**src/pkg/sidp_pkg.sv**
```systemverilog
// package for the subtract instruction datapath
// assumes an avalon-mm host with waitrequest and one 50 MHz clock
package sidp_pkg;

	// =========================================================
	// register map (word byte addresses)
	localparam logic [3:0] SIDP_ADDR_CMD    = 4'h0;
	localparam logic [3:0] SIDP_ADDR_WREG   = 4'h4;
	localparam logic [3:0] SIDP_ADDR_STATUS = 4'h8;
	localparam logic [3:0] SIDP_ADDR_MADDR  = 4'hC;

	// =========================================================
	// command field layout
	localparam int SIDP_CMD_OP_LSB  = 8;
	localparam int SIDP_CMD_IMM_LSB = 0;

	// =========================================================
	// status bit positions
	localparam int SIDP_ST_C   = 0;
	localparam int SIDP_ST_AC  = 1;
	localparam int SIDP_ST_Z   = 2;
	localparam int SIDP_ST_OV  = 3;
	localparam int SIDP_ST_BSY = 7;

	// =========================================================
	// reset values
	localparam logic [7:0] SIDP_WREG_RST   = 8'h00;
	localparam logic [7:0] SIDP_STATUS_RST = 8'h00;
	localparam logic [7:0] SIDP_MADDR_RST  = 8'h00;

	// =========================================================
	// operation codes written into the command register
	localparam logic [1:0] SIDP_OP_REG = 2'h1;
	localparam logic [1:0] SIDP_OP_MEM = 2'h2;
	localparam logic [1:0] SIDP_OP_IMM = 2'h3;

	// =========================================================
	// execution state
	typedef enum logic [1:0] {
		SIDP_IDLE,
		SIDP_EXEC,
		SIDP_DONE
	} sidp_state_t;

endpackage : sidp_pkg

```
**src/sidp_alu.sv**
```systemverilog
// eight-bit subtractor with flag generation
// assumes purely combinational use inside the datapath
`timescale 1ns/10ps
`default_nettype none

module sidp_alu
#(
	parameter int WIDTH = 8
)
(
	input  wire logic [WIDTH-1:0] minuend,
	input  wire logic [WIDTH-1:0] subtrahend,
	output var  logic [WIDTH-1:0] diff,
	output var  logic             carry,
	output var  logic             half_carry,
	output var  logic             zero,
	output var  logic             overflow
);

	logic [WIDTH:0] wide;
	logic [4:0]     low;

	// =========================================================
	// difference and flags
	always_comb
	begin
		wide       = {1'b0, minuend} - {1'b0, subtrahend};
		low        = {1'b0, minuend[3:0]} - {1'b0, subtrahend[3:0]};
		diff       = wide[WIDTH-1:0];
		carry      = ~wide[WIDTH];
		half_carry = ~low[4];
		zero       = (wide[WIDTH-1:0] == '0);
		overflow   = (minuend[WIDTH-1] != subtrahend[WIDTH-1])
			&& (wide[WIDTH-1] != minuend[WIDTH-1]);
	end

endmodule : sidp_alu

`default_nettype wire

```
**src/sidp_top.sv**
```systemverilog
// subtract datapath: working register, status flags, data memory
// assumes an avalon-mm master that holds requests until waitrequest low
//
// Local design decisions: the Avalon-MM slave port and the placing of the registers.
`timescale 1ns/10ps
`default_nettype none

module sidp_top
	import sidp_pkg::*;
#(
	parameter int MEM_DEPTH = 160
)
(
	input  wire logic        clk,
	input  wire logic        sys_rst,
	input  wire logic [3:0]  avs_address,
	input  wire logic        avs_read,
	input  wire logic        avs_write,
	input  wire logic [31:0] avs_writedata,
	output var  logic [31:0] avs_readdata,
	output var  logic        avs_waitrequest,
	output var  logic [7:0]  working_register,
	output var  logic        half_carry_bit,
	output var  logic        signed_range_error_bit
);

	sidp_state_t state;
	sidp_state_t next_state;
	logic [7:0]  status;
	logic [7:0]  next_status;
	logic [7:0]  next_working_register;
	logic [7:0]  maddr;
	logic [7:0]  next_maddr;
	logic [1:0]  op;
	logic [1:0]  next_op;
	logic [7:0]  imm;
	logic [7:0]  next_imm;
	logic [31:0] next_readdata;
	logic        next_waitrequest;
	logic [7:0]  mem [MEM_DEPTH];
	logic        mem_we;
	logic [7:0]  mem_wdata;
	logic [7:0]  mem_rdata;
	logic [7:0]  operand;
	logic [7:0]  diff;
	logic        f_c;
	logic        f_ac;
	logic        f_z;
	logic        f_ov;
	logic        addr_ok;
	logic        bus_req;

	// =========================================================
	// memory read port and operand select
	assign addr_ok  = (32'(maddr) < MEM_DEPTH);
	assign mem_rdata = addr_ok ? mem[maddr] : 8'h00;
	assign operand  = (op == SIDP_OP_IMM) ? imm : mem_rdata;
	assign bus_req  = avs_read | avs_write;

	sidp_alu #(
		.WIDTH      (8)
	) u_alu (
		.minuend    (working_register),
		.subtrahend (operand),
		.diff       (diff),
		.carry      (f_c),
		.half_carry (f_ac),
		.zero       (f_z),
		.overflow   (f_ov)
	);

	// =========================================================
	// next state, bus answer and execution
	always_comb
	begin
		next_state            = state;
		next_status           = status;
		next_working_register = working_register;
		next_maddr            = maddr;
		next_op               = op;
		next_imm              = imm;
		next_readdata         = avs_readdata;
		next_waitrequest      = 1'b1;
		mem_we                = 1'b0;
		mem_wdata             = 8'h00;
		unique case (state)
			SIDP_IDLE:
			begin
				if (bus_req)
				begin
					next_state = SIDP_EXEC;
				end
			end
			SIDP_EXEC:
			begin
				next_state       = SIDP_DONE;
				next_waitrequest = 1'b0;
				next_readdata    = 32'h0000_0000;
				if (avs_write)
				begin
					unique case (avs_address)
						SIDP_ADDR_CMD:
						begin
							next_op  = avs_writedata[SIDP_CMD_OP_LSB +: 2];
							next_imm = avs_writedata[SIDP_CMD_IMM_LSB +: 8];
						end
						SIDP_ADDR_WREG:
							next_working_register = avs_writedata[7:0];
						// busy bit stays hardware-owned, a write cannot start a run
						SIDP_ADDR_STATUS:
							next_status = {status[SIDP_ST_BSY],
								avs_writedata[6:0]};
						SIDP_ADDR_MADDR:
							next_maddr = avs_writedata[7:0];
						default:
							next_op = op;
					endcase
				end
				else
				begin
					unique case (avs_address)
						SIDP_ADDR_CMD:
							next_readdata = {22'h0, op, imm};
						SIDP_ADDR_WREG:
							next_readdata = {24'h0, working_register};
						SIDP_ADDR_STATUS:
							next_readdata = {24'h0, status};
						SIDP_ADDR_MADDR:
							next_readdata = {24'h0, mem_rdata};
						default:
							next_readdata = 32'h0000_0000;
					endcase
				end
				if (avs_write && avs_address == SIDP_ADDR_CMD
					&& avs_writedata[SIDP_CMD_OP_LSB +: 2] != 2'h0)
				begin
					next_status[SIDP_ST_BSY] = 1'b1;
				end
			end
			SIDP_DONE:
			begin
				next_state = SIDP_IDLE;
				if (status[SIDP_ST_BSY])
				begin
					next_status[SIDP_ST_BSY] = 1'b0;
					next_op                  = 2'h0;
					next_status[SIDP_ST_C]   = f_c;
					next_status[SIDP_ST_AC]  = f_ac;
					next_status[SIDP_ST_Z]   = f_z;
					next_status[SIDP_ST_OV]  = f_ov;
					if (op == SIDP_OP_MEM)
					begin
						mem_we    = addr_ok;
						mem_wdata = diff;
					end
					else
					begin
						next_working_register = diff;
					end
				end
			end
			default:
				next_state = SIDP_IDLE;
		endcase
	end

	// =========================================================
	// state registers
	always_ff @(posedge clk or posedge sys_rst)
	begin
		if (sys_rst)
		begin
			state                  <= SIDP_IDLE;
			status                 <= SIDP_STATUS_RST;
			working_register       <= SIDP_WREG_RST;
			maddr                  <= SIDP_MADDR_RST;
			op                     <= 2'h0;
			imm                    <= 8'h00;
			avs_readdata           <= 32'h0000_0000;
			avs_waitrequest        <= 1'b1;
			half_carry_bit         <= 1'b0;
			signed_range_error_bit <= 1'b0;
		end
		else
		begin
			state                  <= next_state;
			status                 <= next_status;
			working_register       <= next_working_register;
			maddr                  <= next_maddr;
			op                     <= next_op;
			imm                    <= next_imm;
			avs_readdata           <= next_readdata;
			avs_waitrequest        <= next_waitrequest;
			half_carry_bit         <= next_status[SIDP_ST_AC];
			signed_range_error_bit <= next_status[SIDP_ST_OV];
		end
	end

	// =========================================================
	// data memory, cleared by reset so operands are known
	always_ff @(posedge clk or posedge sys_rst)
	begin
		if (sys_rst)
		begin
			for (int i = 0; i < MEM_DEPTH; i++)
			begin
				mem[i] <= 8'h00;
			end
		end
		else if (mem_we)
		begin
			mem[maddr] <= mem_wdata;
		end
	end

endmodule : sidp_top

`default_nettype wire

```
**config.mk**
```make
export PLATFORM = sky130hd
export DESIGN_NAME = sidp_top
export DESIGN_NICKNAME = d
export VERILOG_FILES = /design/src/pkg/sidp_pkg.sv /design/src/sidp_alu.sv /design/src/sidp_top.sv
export SDC_FILE = /design/constraint.sdc
export NUM_CORES = 2
export LEC_CHECK = 0
export ABC_AREA = 1
export BUFFER_PORTS_ARGS = -buffer_cell sky130_fd_sc_hd__buf_4
export CORE_UTILIZATION = 25
export CTS_CLUSTER_SIZE = 8
export DETAILED_ROUTE_END_ITERATION = 16
export GPL_ROUTABILITY_DRIVEN = 0
export PLACE_DENSITY = 0.49
export SETUP_SLACK_MARGIN = 0.05
export SLEW_MARGIN = 0
export SYNTH_ARGS = -nofsm -noshare
export SYNTH_HDL_FRONTEND = slang
export SYNTH_SLANG_ARGS = --single-unit
```
**constraint.sdc**
```tcl
create_clock -name clk -period 79.7 [get_ports clk]
set_input_delay 0 -clock clk [delete_from_list [all_inputs] [get_ports clk]]
set_output_delay 0 -clock clk [all_outputs]
set_load 0.03 [all_outputs]
```
==> summary.md <==
| Metric | Value |
|---|---|
| Buffer depth of the longest clock path | 3 |
| R2R setup slack | 71.41 ns |
| Root Driver | clkbuf_16 |
| Final hold vios | 21 |
| Die height | 496 um |
| Failing checks | negative hold slack |
| Primary FF master, synth | dfrtp_1 |
| Max Cap Viol | 0 |
| Leakage Power | 32.1 nW |
| HPWL after DPL | 115 mm |
| H-tree depth | 4 |
| Critical Path End | mem[190] |
| Final Max Slew Viols | 0 |
| Seq cells post-synth | 1327 |
| Worst hold slack | -0.0734 ns |
| Number of setup buffers added after CTS | 0 |
| VDD IR max | 0.0264 mV |
| Starting Density | 25.1% |
| DR pass1 iterations | 5 |
| Latest clock arrival within the worst-skew pair | 0.81 ns |
| GR Util met3 | 2.63% |
| # hold bufs at CTS | 48 |
| Outcome | complete, but fails checks |
| Fillers | 26354 |
| GRT Total Usage | 16.3% |
| CTS Buf Count | 184 |
| Net Sw Frac | 32.8% |
| Final Setup Violations | 0 |
| Synthesis Warnings | 0 |
| Grt ovf | 0 |
| Die area | 246000 um2 |
| Depth of the worst register-to-register path | 24 |
| Share of layout cells above drive strength 1 | 5.24% |
| Global route hottest layer | met2 |
| Dominant cell type by area after synthesis | dfrtp_1 |
| P_sw | 0.560 mW |
| Critical path class | reg -> reg |
| Synth cell count leaders | nand2_1 (3899), dfrtp_1 (1326), o21ai_0 (1189), clkbuf_1 (252), buf_2 (242) |
| Num Clock Sinks | 1327 |
| Critical R2R Launch | maddr[1] |
| Critical Path Start | maddr[1] |
| First-pass GRT wire length | 312 mm |
| # IOs | 83 |
| Synth-to-layout area growth | 13.0% |
| Synth unique cells | 37 |
| Skew final | 0.0301 ns |
| Detailed Route WL | 201 mm |
| Number of global-route vias before repair | 50213 |
| Site row count | 181 |
| RSZ-0062 raised after global routing | false |
| DR iter-0 viols | 4575 |
| Crit path time final | 8.29 ns |
| Grt met1 use | 22.2% |
| Crit start category | flip-flop |
| Worst path required time | 80.33 ns |
| Setup tns final | 0 ns |
| Worst r2r dst | mem[190] |
| Nets | 7710 |
| GRT met2 Usage | 26.5% |
| Port bufs | 38 |
| Vias | 51348 |
| Slew @ Worst Pin | 1.17 ns |
| Final Cycle Share | 10.4% |
| Syn_area_per_cell | 7.79 um2 |
| Avg Vias per Cell | 4.72 |
| Top post-synthesis cells by area | dfrtp_1 (54%), nand2_1 (24%), o21ai_0 (9.7%) |
| Synth Cell Area | 61100 um2 |
| Fraction of registers with async set or reset after synthesis | 100% |
| Initial antenna violation count | 2 |
| Antenna-violating nets left | 0 |
| Most common cell in the netlist | nand2_1 |
| Clock power frac | 41.1% |
| Combinational share of power | 18.2% |
| Seq pwr share | 40.7% |
| Critical Path End Type | flip-flop |
| Yosys top cell area share | 54.3% |
| Core footprint | 243000 um2 |
| Number of synthesized flops with an enable pin | 0 |
| Worst Hold Class | in -> async |
| Reg clk slew, reported paths | 0.05 ns |
| Max Clk Rate | 121 MHz |
| Resized Gates After CTS | 0 |
| Drc violations | 0 |
| Worst-path maximum fanout | 67 |
| Critical path data arrival time | 8.92 ns |
| Post-Synthesis Cells | 7846 |
| Power Dens Cells | 24.7 nW/um2 |
| Die width | 496 um |
| Largest net degree at the start of global routing | 171 |
| CTS tree | done |
| Post-synthesis sequential area ratio | 54.3% |
| Routed wire per std cell | 18.5 um |
| Slew headroom | 21.5% |
| Internal power | 1.15 mW |
-- metrics by stage --
stage	util [%]	instance area (um2)	std cells	setup WS [ns]	total power, mW
3_5_place_dp	26.2	63700	10625	71.39	1.01
2_1_floorplan	-	61200	7867	42.29	0.887
4_1_cts	28.4	69100	10878	71.36	1.73
3_3_place_gp	26.2	63700	10625	71.50	1.01
5_1_grt	28.4	69100	10878	71.02	1.77
6_report	28.4	69100	10880	71.41	1.71
-- logic make-up (layout without fill, tap and decap cells) --
kind of cell	Yosys count	in the layout	share of synthesized area [%]
AOI/OAI and AO/OA	1560	1560	13.4
xor gates and xnor gates	6	6	0.0860
adders and majority gates	13	13	0.278
buffers and inverters	637	446	4.62
DFF	1327	1327	54.3
other	1	24	0.00614
and+or+nand+nor	4302	4302	27.3
-- placed cells by master (no fill, tap or decap), types with 68 or more instances in the layout --
master,n
buf_4,100
o21ai_0,1189
o21ai_1,171
nand2_1,3894
dfrtp_1,1324
inv_1,68
clkbuf_16,190
nor2_1,209
nand3_1,92
a22oi_1,129
-- per-layer routing --
metal / share of wire, % / wire, um / up-vias
li1: - / - / 24577
met1: 46 / 92500 / 25200
met2: 46 / 92600 / 1262
met3: 5.1 / 10300 / 305
met4: 2.6 / 5310 / 4
met5: 0.013 / 27 / -
-- how the worst min path moves through the flow --
stage	endpoint	cells after the start	slack [ns]
CTS	mem[1120]	3	0.03
global placement	imm[7]	3	0.23
global route	mem[1129]	3	0.07
floorplan	imm[0]	2	0.12
detailed placement	imm[7]	3	0.23
finish	mem[1129]	3	-0.07
-- critical path: stages, from the launching register on --
cell	delay (ns)
dfrtp_4	0.64
buf_4	0.35
nor2_4	0.90
buf_4	0.62
buf_4	0.66
a22oi_1	0.19
nand2_1	0.14
nand2_1	0.06
nand2_1	0.15
nor2_1	0.08
nor2_1	0.21
nor2_1	0.23
nand3_1	0.26
o21ai_0	0.12
ha_1	0.36
nand2_1	0.08
o21ai_2	0.18
a21oi_1	0.09
o21bai_1	0.21
xor2_1	0.23
inv_1	0.11
nand2_4	0.36
buf_4	0.65
buf_4	0.78
o21ai_0	0.19
-- sequential cells by signal (all words and copies together) (netlist names) --
| register | count |
|---|---|
| avs_waitrequest | 1 |
| op | 2 |
| status | 8 |
| avs_readdata | 10 |
| mem | 1280 |
| state | 2 |
| maddr | 8 |
| working_register | 8 |
| imm | 8 |
-- power by group through the flow --
stage / registers [mW] / logic [mW] / clock network [mW]
after global routing: 0.695 / 0.332 / 0.745
after global placement: 0.706 / 0.305 / 0
after detailed placement: 0.706 / 0.306 / 0
final: 0.695 / 0.312 / 0.701
after CTS: 0.695 / 0.312 / 0.719
after floorplan: 0.707 / 0.180 / 0
-- area by class of cell --
class / instances / area [um2] / share of cell area (%)
clock buffer: 197 / 4780 / 6.92
antenna: 2 / 5.00 / 0.00724
multi-input combinational: 5903 / 25200 / 36.5
timing repair buffer: 156 / 1390 / 2.01
tap: 3202 / 4010 / 5.80
inverter: 85 / 357 / 0.516
sequential: 1327 / 33200 / 48.1
clock inverter: 8 / 96.3 / 0.139
Power figures use the tool's default switching activity.
